--- src/design/aisc_pkg.sv ---
package aisc_pkg;
    // register byte offsets
    localparam logic [7:0] OFS_CTRL_A    = 8'h00;
    localparam logic [7:0] OFS_CTRL_B    = 8'h04;
    localparam logic [7:0] OFS_CTRL_C    = 8'h08;
    localparam logic [7:0] OFS_CTRL_E    = 8'h0c;
    localparam logic [7:0] OFS_CTRL_F    = 8'h10;
    localparam logic [7:0] OFS_POS_IN    = 8'h14;
    localparam logic [7:0] OFS_NEG_IN    = 8'h18;
    localparam logic [7:0] OFS_AMP_CTRL  = 8'h1c;
    localparam logic [7:0] OFS_COMMAND   = 8'h20;
    localparam logic [7:0] OFS_STATUS    = 8'h24;
    // field positions
    localparam int A_ENABLE_BIT   = 0;
    localparam int A_LOW_LATENCY_BIT   = 1;
    localparam int F_FREERUN_BIT  = 4;
    localparam int F_SERIES_BIT   = 5;
    localparam int MUX_ROUTE_LSB  = 6;
    localparam int AMP_EN_BIT     = 0;
    localparam int AMP_GAIN_LSB   = 1;
    localparam int AMP_RDUR_LSB   = 8;
    localparam int CMD_START_BIT  = 0;
    localparam int ST_INIT_BIT    = 0;
    localparam int ST_CONV_BIT    = 1;
    localparam int ST_READY_BIT   = 2;
    localparam int ST_COUNT_LSB   = 8;
    // reset values
    localparam logic [2:0] RST_PRESC    = 3'h0;
    localparam logic [2:0] RST_REFERENCE_SELECT   = 3'h0;
    localparam logic [7:0] RST_SAMPLE_DURATION  = 8'h00;
    localparam logic [3:0] RST_ACCUM    = 4'h0;
    localparam logic [5:0] RST_MUX      = 6'h00;
    localparam logic [1:0] RST_ROUTE    = 2'h0;
    localparam logic [2:0] RST_GAIN     = 3'h0;
    localparam logic [7:0] RST_RDUR     = 8'h00;
    // encodings
    localparam logic [2:0] REF_VDD      = 3'h0;
    localparam logic [2:0] REF_EXT      = 3'h2;
    localparam logic [5:0] MUX_TEMP     = 6'h31;
    localparam logic [5:0] MUX_DAC      = 6'h33;
    localparam logic [1:0] ROUTE_AMP    = 2'h1;
    localparam logic [2:0] GAIN_MAX     = 3'h4;
    localparam logic [3:0] ACCUM_MAX    = 4'ha;
    localparam logic [3:0] CONV_CLKS    = 4'hd;
    // timing
    localparam int CLK_PERIOD_NS   = 10;
    localparam int CORE_INIT_NS    = 10000;
    localparam int AMP_INIT_NS     = 20000;
    localparam int REF_INIT_NS     = 60000;
    localparam int INPUT_INIT_NS   = 35000;
    localparam int SLOW_PER_KHZ    = 2000;
    localparam int SLOW_CORE_CLKS  = 20;
    localparam int CORE_INIT_CLKS  = (CORE_INIT_NS + CLK_PERIOD_NS - 1) / CLK_PERIOD_NS;
    localparam int AMP_INIT_CLKS   = (AMP_INIT_NS + CLK_PERIOD_NS - 1) / CLK_PERIOD_NS;
    localparam int REF_INIT_CLKS   = (REF_INIT_NS + CLK_PERIOD_NS - 1) / CLK_PERIOD_NS;
    localparam int INPUT_INIT_CLKS = (INPUT_INIT_NS + CLK_PERIOD_NS - 1) / CLK_PERIOD_NS;

    typedef enum logic [2:0] {
        S_IDLE = 3'b000,
        S_INIT = 3'b001,
        S_SAMP = 3'b010,
        S_ARD  = 3'b011,
        S_CONV = 3'b100
    } aisc_state_t;
endpackage

--- src/design/aisc_ctrl.sv ---
// Our own choices: register access over APB and the register offsets.
`timescale 1ns/100ps
// Notes on behaviour
// - conversion reference follows reference_select in control_c_reg
// - input and reference selections drive the analog side unbuffered
// - amplifier gain selectable from 1x to 16x, in every mode
// - amplifier disabled after reset, inputs sampled directly
// - amp_enable set to 1 with route field at ROUTE_AMP enables amplifier with gain field applied
// - amp route field is one storage shared by both input selects
// - power only needed modules, init in parallel, wait for slowest
// - init times: core 10 us, amplifier 20 us, references 60 us
// - temperature sensor or DAC input needs 35 us init
// - below 2 MHz peripheral clock core init is 20 clocks
// - low_latency keeps modules powered, no init delay per conversion
// - low latency still inits on first enable or init-needing change
// - init_busy_flag in status is high while init runs
// - direct sampling lasts sample_duration plus half converter clocks
// - amplifier samples continuously, holds only during converter readout
// - amp_readout_duration sets converter sampling length of amplifier
// - amplifier input sampling lasts at least sample_duration plus one
// - accumulation_count allows up to 1024 accumulated samples
// - converter clock is peripheral clock divided by control_b_reg prescaler
module aisc_ctrl
    import aisc_pkg::*;
#(
    parameter int PER_CLK_KHZ  = 100000,
    parameter int CORE_CLKS    = CORE_INIT_CLKS,
    parameter int AMP_CLKS     = AMP_INIT_CLKS,
    parameter int REF_CLKS     = REF_INIT_CLKS,
    parameter int INPUT_CLKS   = INPUT_INIT_CLKS
) (
    // clock and reset
    input  wire logic        clock_i,
    input  wire logic        rst_n_i,
    // apb slave
    input  wire logic        psel_i,
    input  wire logic        penable_i,
    input  wire logic        pwrite_i,
    input  wire logic [7:0]  paddr_i,
    input  wire logic [31:0] pwdata_i,
    output logic [31:0]      prdata_o,
    output logic             pready_o,
    output logic             pslverr_o,
    // analog selection
    output logic [2:0]       ref_sel_o,
    output logic [5:0]       pos_mux_o,
    output logic [5:0]       neg_mux_o,
    output logic             amp_en_o,
    output logic [2:0]       amp_gain_o,
    // analog power and phase control
    output logic             core_pwr_o,
    output logic             amp_pwr_o,
    output logic             ref_pwr_o,
    output logic             adc_sample_o,
    output logic             amp_hold_o,
    output logic             conv_active_o,
    output logic             conv_done_o
);
    logic        enable_q, low_latency_q, freerun_q, series_q;
    logic [2:0]  presc_q, reference_select_q, gain_q;
    logic [7:0]  sample_duration_q, rdur_q;
    logic [3:0]  accum_q;
    logic [5:0]  pmux_q, nmux_q;
    logic [1:0]  route_q;
    logic        ampen_q, ready_q, warm_q, done_q;
    logic [31:0] rdata_q;
    logic [17:0] cnt_q, cnt_d, init_age_q;
    logic [10:0] scnt_q, scnt_d;
    aisc_state_t state_q, state_d;

    function automatic logic [17:0] phase_len(input logic [7:0] n, input logic [8:0] div,
                                              input logic half);
        logic [17:0] l;
        l = 18'(n) * 18'(div) + (half ? 18'(div >> 1) : 18'(div));
        return (l == 18'h0) ? 18'h1 : l;
    endfunction

    // bus decode
    wire         setup    = psel_i & ~penable_i;
    wire         wr       = psel_i & penable_i & pwrite_i;
    wire         mapped   = (paddr_i[1:0] == 2'h0) && (paddr_i <= OFS_STATUS);
    wire         wr_a     = wr & (paddr_i == OFS_CTRL_A);
    wire         wr_b     = wr & (paddr_i == OFS_CTRL_B);
    wire         wr_c     = wr & (paddr_i == OFS_CTRL_C);
    wire         wr_e     = wr & (paddr_i == OFS_CTRL_E);
    wire         wr_f     = wr & (paddr_i == OFS_CTRL_F);
    wire         wr_p     = wr & (paddr_i == OFS_POS_IN);
    wire         wr_n     = wr & (paddr_i == OFS_NEG_IN);
    wire         wr_amp   = wr & (paddr_i == OFS_AMP_CTRL);
    wire         wr_cmd   = wr & (paddr_i == OFS_COMMAND);
    wire         wr_st    = wr & (paddr_i == OFS_STATUS);
    wire [2:0]   gain_in  = pwdata_i[AMP_GAIN_LSB +: 3];
    wire [2:0]   gain_w   = (gain_in > GAIN_MAX) ? GAIN_MAX : gain_in;
    wire [3:0]   accum_w  = (pwdata_i[3:0] > ACCUM_MAX) ? ACCUM_MAX : pwdata_i[3:0];

    // configuration that needs initialization
    wire         amp_used = ampen_q & (route_q == ROUTE_AMP);
    wire         ref_int  = (reference_select_q != REF_VDD) && (reference_select_q != REF_EXT);
    wire         in_int   = (pmux_q == MUX_TEMP) || (pmux_q == MUX_DAC);
    wire [17:0]  core_len = (PER_CLK_KHZ < SLOW_PER_KHZ) ? 18'(SLOW_CORE_CLKS)
                                                         : 18'(CORE_CLKS);
    wire [17:0]  amp_len  = amp_used ? 18'(AMP_CLKS) : 18'h0;
    wire [17:0]  ref_len  = ref_int ? 18'(REF_CLKS) : 18'h0;
    wire [17:0]  in_len   = in_int ? 18'(INPUT_CLKS) : 18'h0;
    wire [17:0]  m1       = (core_len > amp_len) ? core_len : amp_len;
    wire [17:0]  m2       = (ref_len > in_len) ? ref_len : in_len;
    wire [17:0]  init_len = (m1 > m2) ? m1 : m2;

    // a write that moves the analog setup onto an init-needing choice
    wire [2:0]   ref_w    = pwdata_i[2:0];
    wire [5:0]   mux_w    = pwdata_i[5:0];
    wire         chg_ref  = wr_c && (ref_w != reference_select_q) && (ref_w != REF_VDD) && (ref_w != REF_EXT);
    wire         chg_mux  = wr_p && (mux_w != pmux_q) && ((mux_w == MUX_TEMP) || (mux_w == MUX_DAC));
    wire         chg_amp  = wr_amp && pwdata_i[AMP_EN_BIT] && !ampen_q;
    wire         chg_rt   = (wr_p | wr_n) && (pwdata_i[MUX_ROUTE_LSB +: 2] == ROUTE_AMP)
                            && (route_q != ROUTE_AMP);
    wire         cool     = !enable_q || !low_latency_q || chg_ref || chg_mux || chg_amp || chg_rt;

    // converter clock and phase lengths
    wire [8:0]   div      = 9'h2 << presc_q;
    wire [17:0]  samp_len = phase_len(sample_duration_q, div, !amp_used);
    wire [17:0]  rd_raw   = 18'(rdur_q) * 18'(div);
    wire [17:0]  rd_len   = (rd_raw == 18'h0) ? 18'h1 : rd_raw;
    wire [17:0]  conv_len = 18'(CONV_CLKS) * 18'(div);
    wire [10:0]  total    = 11'h1 << accum_q;

    wire         start    = wr_cmd & pwdata_i[CMD_START_BIT];
    wire         phase_end = (cnt_q == 18'h0);
    wire         last_smp = (scnt_q + 11'h1 >= total);
    wire         skip_init = low_latency_q & warm_q;
    wire         init_busy = (state_q == S_INIT);

    // sequencer
    always_comb begin
        state_d = state_q;
        cnt_d   = (cnt_q == 18'h0) ? 18'h0 : cnt_q - 18'h1;
        scnt_d  = scnt_q;
        unique case (state_q)
            S_IDLE: begin
                if (enable_q && start) begin
                    state_d = skip_init ? S_SAMP : S_INIT;
                    cnt_d   = (skip_init ? samp_len : init_len) - 18'h1;
                end
            end
            S_INIT: begin
                if (!enable_q) begin
                    state_d = S_IDLE;
                end else if (phase_end) begin
                    state_d = S_SAMP;
                    cnt_d   = samp_len - 18'h1;
                end
            end
            S_SAMP: begin
                if (!enable_q) begin
                    state_d = S_IDLE;
                end else if (phase_end) begin
                    state_d = amp_used ? S_ARD : S_CONV;
                    cnt_d   = (amp_used ? rd_len : conv_len) - 18'h1;
                end
            end
            S_ARD: begin
                if (!enable_q) begin
                    state_d = S_IDLE;
                end else if (phase_end) begin
                    state_d = S_CONV;
                    cnt_d   = conv_len - 18'h1;
                end
            end
            S_CONV: begin
                if (!enable_q) begin
                    state_d = S_IDLE;
                    scnt_d  = 11'h0;
                end else if (phase_end) begin
                    if (!last_smp) begin
                        scnt_d  = scnt_q + 11'h1;
                        state_d = series_q ? S_IDLE : S_SAMP;
                        cnt_d   = samp_len - 18'h1;
                    end else begin
                        scnt_d  = 11'h0;
                        state_d = freerun_q ? (skip_init ? S_SAMP : S_INIT) : S_IDLE;
                        cnt_d   = (skip_init ? samp_len : init_len) - 18'h1;
                    end
                end
            end
        endcase
    end

    wire conv_end = (state_q == S_CONV) && phase_end && enable_q && last_smp;

    always_ff @(posedge clock_i or negedge rst_n_i) begin
        if (!rst_n_i) begin
            state_q <= S_IDLE;
            cnt_q   <= 18'h0;
            scnt_q  <= 11'h0;
            done_q  <= 1'b0;
        end else begin
            state_q <= state_d;
            cnt_q   <= cnt_d;
            scnt_q  <= scnt_d;
            done_q  <= conv_end;
        end
    end

    // warm after init while low latency holds; lost on init-needing change
    always_ff @(posedge clock_i or negedge rst_n_i) begin
        if (!rst_n_i) begin
            warm_q <= 1'b0;
        end else if (cool) begin
            warm_q <= 1'b0;
        end else if (init_busy && phase_end) begin
            warm_q <= 1'b1;
        end
    end

    // ready flag: the set wins over a write-one clear
    always_ff @(posedge clock_i or negedge rst_n_i) begin
        if (!rst_n_i) begin
            ready_q <= 1'b0;
        end else if (conv_end) begin
            ready_q <= 1'b1;
        end else if (wr_st && pwdata_i[ST_READY_BIT]) begin
            ready_q <= 1'b0;
        end
    end

    // configuration registers
    always_ff @(posedge clock_i or negedge rst_n_i) begin
        if (!rst_n_i) begin
            enable_q  <= 1'b0;
            low_latency_q  <= 1'b0;
            presc_q   <= RST_PRESC;
            reference_select_q  <= RST_REFERENCE_SELECT;
            sample_duration_q <= RST_SAMPLE_DURATION;
            accum_q   <= RST_ACCUM;
            freerun_q <= 1'b0;
            series_q  <= 1'b0;
            pmux_q    <= RST_MUX;
            nmux_q    <= RST_MUX;
            route_q   <= RST_ROUTE;
            ampen_q   <= 1'b0;
            gain_q    <= RST_GAIN;
            rdur_q    <= RST_RDUR;
        end else begin
            if (wr_a) begin
                enable_q <= pwdata_i[A_ENABLE_BIT];
                low_latency_q <= pwdata_i[A_LOW_LATENCY_BIT];
            end
            if (wr_b) presc_q <= pwdata_i[2:0];
            if (wr_c) reference_select_q <= ref_w;
            if (wr_e) sample_duration_q <= pwdata_i[7:0];
            if (wr_f) begin
                accum_q   <= accum_w;
                freerun_q <= pwdata_i[F_FREERUN_BIT];
                series_q  <= pwdata_i[F_SERIES_BIT];
            end
            if (wr_p) pmux_q <= mux_w;
            if (wr_n) nmux_q <= mux_w;
            if (wr_p || wr_n) route_q <= pwdata_i[MUX_ROUTE_LSB +: 2];
            if (wr_amp) begin
                ampen_q <= pwdata_i[AMP_EN_BIT];
                gain_q  <= gain_w;
                rdur_q  <= pwdata_i[AMP_RDUR_LSB +: 8];
            end
        end
    end

    // read data captured in the setup cycle
    wire [31:0] status_w = {13'h0, scnt_q, 5'h0, ready_q, (state_q != S_IDLE), init_busy};
    logic [31:0] rd_mux;
    always_comb begin
        rd_mux = 32'h0;
        unique case (paddr_i)
            OFS_CTRL_A:   rd_mux = {30'h0, low_latency_q, enable_q};
            OFS_CTRL_B:   rd_mux = {29'h0, presc_q};
            OFS_CTRL_C:   rd_mux = {29'h0, reference_select_q};
            OFS_CTRL_E:   rd_mux = {24'h0, sample_duration_q};
            OFS_CTRL_F:   rd_mux = {26'h0, series_q, freerun_q, accum_q};
            OFS_POS_IN:   rd_mux = {24'h0, route_q, pmux_q};
            OFS_NEG_IN:   rd_mux = {24'h0, route_q, nmux_q};
            OFS_AMP_CTRL: rd_mux = {16'h0, rdur_q, 4'h0, gain_q, ampen_q};
            OFS_STATUS:   rd_mux = status_w;
            default:      rd_mux = 32'h0;
        endcase
    end

    always_ff @(posedge clock_i or negedge rst_n_i) begin
        if (!rst_n_i) begin
            rdata_q <= 32'h0;
        end else if (setup) begin
            rdata_q <= rd_mux;
        end
    end

    assign prdata_o  = rdata_q;
    assign pready_o  = 1'b1;
    assign pslverr_o = psel_i & penable_i & ~mapped;

    // analog side: selections straight from the registers
    wire active = (state_q != S_IDLE);
    wire held   = low_latency_q & enable_q & warm_q;
    assign ref_sel_o     = reference_select_q;
    assign pos_mux_o     = pmux_q;
    assign neg_mux_o     = nmux_q;
    assign amp_en_o      = amp_used;
    assign amp_gain_o    = gain_q;
    assign core_pwr_o    = active | held;
    assign amp_pwr_o     = (active | held) & amp_used;
    assign ref_pwr_o     = (active | held) & ref_int;
    assign adc_sample_o  = amp_used ? (state_q == S_ARD) : (state_q == S_SAMP);
    assign amp_hold_o    = amp_used & (state_q == S_ARD);
    assign conv_active_o = (state_q == S_CONV);
    assign conv_done_o   = done_q;

    // helper: cycles spent in init
    always_ff @(posedge clock_i or negedge rst_n_i) begin
        if (!rst_n_i) begin
            init_age_q <= 18'h0;
        end else begin
            init_age_q <= init_busy ? init_age_q + 18'h1 : 18'h0;
        end
    end

    wire init_busy_next = (state_d == S_INIT);

    init_length_a: assert property (@(posedge clock_i) disable iff (!rst_n_i)
        init_busy && !init_busy_next |-> (init_age_q + 18'h1 == init_len) || !enable_q)
        else $error("init phase length differs from slowest module");

    no_early_samp_a: assert property (@(posedge clock_i) disable iff (!rst_n_i)
        $rose(state_q == S_SAMP) |-> $past(state_q) != S_INIT || $past(cnt_q) == 18'h0)
        else $error("sampling began before init finished");

    hold_only_a: assert property (@(posedge clock_i) disable iff (!rst_n_i)
        amp_hold_o |-> state_q == S_ARD && amp_used && !conv_active_o)
        else $error("amplifier held outside readout");

    route_shared_a: assert property (@(posedge clock_i) disable iff (!rst_n_i)
        wr_n |=> route_q == $past(pwdata_i[MUX_ROUTE_LSB +: 2]))
        else $error("negative-side write did not update shared route");

    gain_range_a: assert property (@(posedge clock_i) disable iff (!rst_n_i)
        wr_amp && gain_in > GAIN_MAX |=> amp_gain_o == GAIN_MAX)
        else $error("gain beyond 16x was stored");

    low_latency_skip_a: assert property (@(posedge clock_i) disable iff (!rst_n_i)
        state_q == S_IDLE && enable_q && start && low_latency_q && warm_q |=> state_q == S_SAMP)
        else $error("low latency start went through init");

    direct_samp_a: assert property (@(posedge clock_i) disable iff (!rst_n_i)
        $rose(state_q == S_SAMP) && !amp_used |->
            cnt_q == 18'(sample_duration_q) * 18'(div) + 18'(div >> 1) - 18'h1 || sample_duration_q == 8'h0)
        else $error("direct sampling length wrong");

    amp_samp_a: assert property (@(posedge clock_i) disable iff (!rst_n_i)
        $rose(state_q == S_SAMP) && amp_used |->
            cnt_q == (18'(sample_duration_q) + 18'h1) * 18'(div) - 18'h1)
        else $error("amplifier input sampling length wrong");

    busy_flag_a: assert property (@(posedge clock_i) disable iff (!rst_n_i)
        state_q == S_IDLE && enable_q && start && !skip_init |=> status_w[ST_INIT_BIT] ##0
            !adc_sample_o)
        else $error("busy flag missing during init");

    reset_amp_a: assert property (@(posedge clock_i) disable iff (!rst_n_i)
        !ampen_q |-> !amp_en_o && !amp_pwr_o && !amp_hold_o)
        else $error("amplifier active while disabled");
endmodule

--- config.mk ---
export PLATFORM = sky130hd
export DESIGN_NAME = aisc_ctrl
export DESIGN_NICKNAME = d
export VERILOG_FILES = /design/src/design/aisc_pkg.sv /design/src/design/aisc_ctrl.sv
export SDC_FILE = /design/constraint.sdc
export NUM_CORES = 1
export LEC_CHECK = 0
export ABC_AREA = 1
export BUFFER_PORTS_ARGS = -buffer_cell sky130_fd_sc_hd__buf_2
export CORE_MARGIN = 1.5
export CORE_UTILIZATION = 50
export DETAILED_ROUTE_END_ITERATION = 12
export PLACE_DENSITY_LB_ADDON = 0.08
export SLEW_MARGIN = 5
export SYNTH_ARGS = -nofsm -noshare
export SYNTH_HDL_FRONTEND = slang
export SYNTH_SLANG_ARGS = --single-unit
--- constraint.sdc ---
create_clock -name clock_i -period 9.1 [get_ports clock_i]
set_input_delay 0.455 -clock clock_i [delete_from_list [all_inputs] [get_ports clock_i]]
set_output_delay 0.455 -clock clock_i [all_outputs]
set_load 0.01 [all_outputs]
==> results.md, run 1 <==
* Crit path to: cnt_q[16]
* Net Sw Frac at between 40% and 50%
* Power density over cell area at roughly 120 nW/um^2
* # rows at 61
* Final-report max-slew violation count at 0
* Io pins at about 110
* Pin count of the biggest net entering global routing at 46
* Final hold viol count at 0
* Clock power share at a little under a quarter
* First-iteration detailed-routing DRC count at 1,197
* Final wirelength at 48.4 mm
* Mapped Area at ~14,000 um^2
* Core area at about 28,000 um^2
* Worst vdd ir at between 70 and 80 uV
* TritonCTS sink count at slightly above 100
* Overall die height at ~170 um
* Reg2Reg Setup Slack at approximately 1.5 ns
* WL per Instance at around 18 um
* CTS tree: yes
* Total number of vias at 14,670
* Register area share after synthesis at 17.9%
* NumNets Final at ~2,500
* Drt drc at 0
* Critical Path Source: presc_q[1]
* Leak pwr at between 8 and 9 nW
* Slowest-stage cell, CP: dfrtp_1
* Final Wtd Congestion at a little over 1
* Starting density of the core at between 50% and 60%
* Hold Crit Class: input pin to asynchronous set/reset pin
* Kind of end point of the critical path: flop
* Pre-CTS WS at about 1.6 ns
* Clock Tree Buf Depth at 2
* Reg2reg start: presc_q[1]
* Async S/R FF share, synth at 100%
* Critical setup path kind: flop to flop
* Worst-path fanout max at 14
* Clk root buf: clkbuf_16
* Inst Count DP at 2,620
* Synth cell types at 54
* Synth Flop Type: dfrtp_1
* Max frequency at approximately 130 MHz
* Vias in the first global route at 14,122
* # fillers at about 2,900
* Synth-to-Final Area Change at 7.86%
* Most frequent CP cell: nand2_1
* Post-cts sizing count at 0
* Post-synthesis register bit count at between 100 and 150
* RSZ-0062 raised after global routing: false
* Setup violators final at 0
* FF-to-FF End: cnt_q[16]
* Slowest stage delay, CP at between 0.6 and 0.7 ns
* R2R cell count at 38
* Total negative slack at 0 ns
* Critical Path Source Type: flop
* Setup Skew at ~0.024 ns
* PortBufs at 74
* Yosys warnings at 0
* Slew HR at approximately 18%
* Switch Pwr at around 860 uW
* # H-tree levels at 3
* Int Pwr at approximately 980 uW
* Reg clk slew, reported paths at around 0.10 ns
* Die Area at approximately 30,000 um^2
* Share of cells above drive strength 1 at under 10%
* Overall routing resource usage at between 30% and 40%
* First-pass GRT wire length at 75.9 mm
* Final ANT Viol Nets at 0
* Hold_buf cts at 0
* Clk_lat worst skew at 0.38 ns
* Die Wd at around 170 um
* Grt total ovfl at 0
* Worst Slack Setup Final at ~1.5 ns
* Cell count after synthesis at between 2,000 and 2,500
* Status: completed
* Worst path required time at between 9 and 10 ns
* Tmin final at ~7.6 ns
* Combinational Power Share at between 40% and 50%
* Non-filler instance count after layout at approximately 2,600
* Drt pass-1 iters at 5
* DP HPWL at 39.6 mm
* Pwr Total at between 1.5 and 2 mW
* Num CTS Buffers at 9
* Worst Path Arrival at approximately 7.9 ns
* Seq pwr share at between 20% and 30%
* EDFF count, synth at 0
* Initial antenna violation count at 1
* Max-cap viol count at 0
* Post-CTS setup buffer count at 0
* Vias per cell at ~5.6
* Final Cycle Share at a little over four fifths
* Worst-Margin Slew at roughly 1.2 ns
* Syn Area/Cell at approximately 6.5 um^2
-- per-stage QoR --
step / hold WS [ns] / cell area (um^2) / util (%)
after floorplan: 0.159 / 14300 / -
after detailed placement: 0.460 / 15100 / 53.9
after CTS: 0.0516 / 15400 / 55.0
after global routing: 0.0691 / 15400 / 55.0
final: 0.0466 / 15400 / 55.0
after global placement: 0.456 / 15100 / 53.9
-- cells in the mapped netlist (26+ instances only) --
| cell | count | area, um^2 |
|---|---|---|
| a21oi_1 | 65 | 325 |
| o21ai_0 | 116 | 581 |
| ha_1 | 113 | 1410 |
| nor2_1 | 261 | 980 |
| xor2_1 | 30 | 263 |
| nand3_1 | 136 | 681 |
| o22ai_1 | 32 | 200 |
| fa_1 | 85 | 1700 |
| inv_1 | 394 | 1480 |
| clkbuf_1 | 26 | 97.6 |
| nand2_1 | 544 | 2040 |
| dfrtp_1 | 102 | 2550 |
| nand4_1 | 50 | 313 |
-- cells by family (layout without fill, tap and decap cells) --
| family | Yosys count | in the layout | share of synthesized area, % |
|---|---|---|---|
| compound gates | 285 | 285 | 11.4 |
| flops | 102 | 102 | 17.9 |
| other cells | 2 | 17 | 0.0527 |
| xor+xnor | 51 | 51 | 3.19 |
| simple gates | 1082 | 1082 | 33.0 |
| buf+inv | 464 | 524 | 12.6 |
| fa+ha+maj | 198 | 198 | 21.9 |
-- worst max-delay path: cells and delay by family, from the launching register on --
kind / cells / cell delay, ns
flip-flops: 1 / 0.64
AND/OR/NAND/NOR: 21 / 2.45
AO/OA/AOI/OAI: 3 / 0.68
adder cells (fa/ha/maj): 6 / 2.55
buffers and inverters: 8 / 1.20
-- routing by layer --
| layer | share of wire (%) | wire length (um) | global-route usage (%) |
|---|---|---|---|
| met1 | 42 | 20400 | 42.3 |
| met2 | 46 | 22100 | 55.8 |
| met3 | 6.3 | 3070 | 5.56 |
| met4 | 5.8 | 2810 | 18.2 |
| met5 | 0 | 0 | 0 |
-- worst min path at each step --
stage and end:
2_1_floorplan accum_q[0], 3_3_place_gp prdata_o[0], 3_5_place_dp warm_q, 4_1_cts pos_mux_o[5], 5_1_grt neg_mux_o[4], 6_report neg_mux_o[4]
-- power groups by stage --
stage	sequential [mW]	combinational, mW	clock [mW]
after global routing	0.546	0.983	0.444
after global placement	0.548	0.846	0
after CTS	0.539	0.863	0.426
after detailed placement	0.549	0.858	0
final	0.541	0.880	0.421
after floorplan	0.539	0.626	0
-- cell type report --
class / count / area, um^2 / area share [%]
clock buffers: 9 / 225 / 1.46
multi-input cells: 1632 / 9960 / 64.8
repair buffers: 95 / 531 / 3.45
flip-flops and latches: 102 / 2550 / 16.6
diodes: 1 / 2.50 / 0.0163
well taps: 378 / 473 / 3.08
clock inverters: 7 / 83.8 / 0.545
inverters: 413 / 1550 / 10.1
-- layout by cell type, fill, tap and decap left out, drive strengths merged, types with 31 or more instances in the layout --
| cell | n |
|---|---|
| o22ai | 32 |
| nor2 | 276 |
| a21oi | 65 |
| inv | 411 |
| ha | 113 |
| buf | 95 |
| nand2 | 557 |
| xor2 | 31 |
| nor3 | 34 |
| dfrtp | 102 |
| nand3 | 140 |
| nand4 | 51 |
| o21ai | 133 |
| fa | 85 |
-- registers in the layout, indices dropped and copies added (netlist names), 4 cells and up --
register	count
pos_mux_o	6
sample_duration_q	8
accum_q	4
prdata_o	19
cnt_q	18
rdur_q	8
scnt_q	11
neg_mux_o	6
Power figures use the tool's default switching activity.
==> run 2, diff against run 1 <==
==> constraint.sdc (replaced) <==
create_clock -name clock_i -period 6.6 [get_ports clock_i]
set_input_delay 0.33 -clock clock_i [delete_from_list [all_inputs] [get_ports clock_i]]
set_output_delay 0.33 -clock clock_i [all_outputs]
set_load 0.01 [all_outputs]
==> run 2 against run 1 <==
Critical path depth rose by 1. Combinational power rose by 45%. First-iteration DRC count rose by 14%. Count of clock-buffer cells in the layout did not move. Sequential cell count did not move. Wire length rose by 3.7%. Sequential share of layout area fell by 1.2 points.
==> results.md, run 2 (synthesis gave the netlist of run 1 again) <==
* Total negative slack at 0 ns
* Critical setup path kind: flop to flop
* Pre-CTS WS at -0.00528 ns
* Die Wd at 172 um
* Io pins at 105
* Worst vdd ir at 178 uV
* Initial antenna violation count at 0
* CTS tree: yes
* Overall routing resource usage at 34.4%
* Most frequent CP cell: nand2_1
* Critical Path Source: presc_q[1]
* DP HPWL at between 40 and 50 mm
* Pin count of the biggest net entering global routing at between 50 and 60
* Final instance area at 16,600 um^2
* Worst-Margin Slew at between 1 and 1.5 ns
* Final wirelength at ~50 mm
* Ant diodes at 0
* Max-cap viol count at 0
* Grt met2 use at between 50% and 60%
* Worst Path Arrival at roughly 6.7 ns
* Clock power share at around 22%
* Reg2reg start: presc_q[1]
* Worst Slack Setup Final at 0.204 ns
* Reg clk slew, reported paths at 0.09 ns
* First-pass GRT wire length at between 70 and 80 mm
* Largest register FFs at 19
* Final hold viol count at 0
* Most frequent cells in the layout: 516 x nand2_1, 379 x inv_1, 249 x nor2_1
* NumNets Final at between 2,000 and 3,000
* Hold Crit Class: input pin to asynchronous set/reset pin
* WL per Instance at approximately 18 um
* GRT Max-Usage Layer: met2
* Kind of end point of the critical path: flop
* # H-tree levels at 3
* DP Area at 15,600 um^2
* Clock Tree Buf Depth at 2
* First-iteration detailed-routing DRC count at ~1,400
* GRT met3 Usage at ~3.5%
* Power density over cell area at ~160 nW/um^2
* Worst-path fanout max at 6
* Pwr Total at about 2.6 mW
* Hold_buf cts at 0
* Setup Skew at ~0.026 ns
* Final Cycle Share at 96.9%
* Net Sw Frac at between 40% and 50%
* M1 GR Usage at between 40% and 50%
* Final-report max-slew violation count at 0
* Slowest stage delay, CP at between 0.5 and 0.6 ns
* # rows at about 60
* Max frequency at 156 MHz
* Combinational Power Share at 49.2%
* Critical Path Source Type: flop
* PortBufs at between 70 and 80
* Overall die height at 172 um
* Final ANT Viol Nets at 0
* Share of cells above drive strength 1 at between 10% and 20%
* Num CTS Buffers at 9
* Int Pwr at between 1 and 1.5 mW
* Synth-to-Final Area Change at 16.2%
* Seq pwr share at between 20% and 30%
* Switch Pwr at approximately 1.2 mW
* Clk_lat worst skew at between 0.3 and 0.4 ns
* Grt total ovfl at 0
* Drt drc at 0
* Starting density of the core at between 50 and 60%
* Tmin final at roughly 6.4 ns
* Setup violators final at 0
* Final Wtd Congestion at roughly 1.0
* TritonCTS sink count at 102
* Leak pwr at about 9.0 nW
* Most common cell after layout, fill and taps aside: nand2_1
* Clk root buf: clkbuf_16
* Vias per cell at roughly 5.5
* Core area at ~28,000 um^2
* Vias in the first global route at approximately 14,000
* Status: completed
* Die Area at ~30,000 um^2
* Worst path required time at ~6.9 ns
* Slowest-stage cell, CP: fa_1
* Total number of vias at about 15,000
* Slew HR at 26.2%
* Drt pass-1 iters at 6
## run 2: cell types whose count changed in the layout (fill, tap and decap cells not counted), moves of 7 or more
cell,before,now
buf_4,22,112
nand2_1,544,516
nand2_2,8,34
inv_1,394,379
nor2_1,261,249
inv_2,12,24
nor2_2,13,20
ha_4,0,9
nand3_1,136,127
ha_1,113,100
nand3_2,4,13
## run 2: metal layers
metal  routed length (um)  vias to the layer above
met5                    0                        -
met4                 3000                        0
met3                 2770                      132
met2                23100                      536
met1                21200                     7174
li1                     -                     7243
## run 2: cell type report
cell class / count / area [um^2]
Timing Repair Buffer: 192 / 1290
Clock inverter: 7 / 87.6
Sequential cell: 102 / 2550
Clock buffer: 9 / 225
Multi-Input combinational cell: 1632 / 10400
Fill cell: 2774 / 11400
Tap cell: 378 / 473
Inverter: 413 / 1560
## run 2: power by group through the flow
stage	logic, mW	clock network (mW)	registers (mW)
2_1_floorplan	0.863	0	0.743
3_3_place_gp	1.22	0	0.759
3_5_place_dp	1.23	0	0.760
4_1_cts	1.23	0.579	0.748
5_1_grt	1.42	0.596	0.755
6_report	1.28	0.568	0.749
## run 2: final timing paths
kind / to / slack [ns] / cells past startpoint
hold reg to reg: prdata_o[1] / 0.48 / 2
max in group asynchronous: presc_q[0] / 5.40 / 2
hold / removal: cnt_q[11] / 0.05 / 1
setup / recovery: cnt_q[8] / 0.20 / 39
min in group clock_i: rdur_q[6] / 0.18 / 3
setup reg to reg: cnt_q[8] / 0.20 / 39
## run 2: timing repair
action                     4_1_cts  5_1_grt
pin swaps                        0       59
setup endpoints to repair        2       16
cloned                           0        0
gates resized for setup          2      120
buffers inserted                 0       23
## run 2: through the flow
step	hold WS, ns	std cells	util, %
floorplan	0.0344	2198	-
global placement	0.453	2694	55.9
detailed placement	0.459	2694	55.9
CTS	0.0677	2710	57.1
global route	0.102	2733	59.3
finish	0.0478	2733	59.3
## run 2: critical path, delay by kind of cell (launching register included)
family | cells | cell delay, ns
and+or+nand+nor | 23 | 1.85
DFF | 1 | 0.46
AOI/OAI and AO/OA | 1 | 0.41
buffers and inverters | 9 | 1.17
adders and majority gates | 6 | 2.39
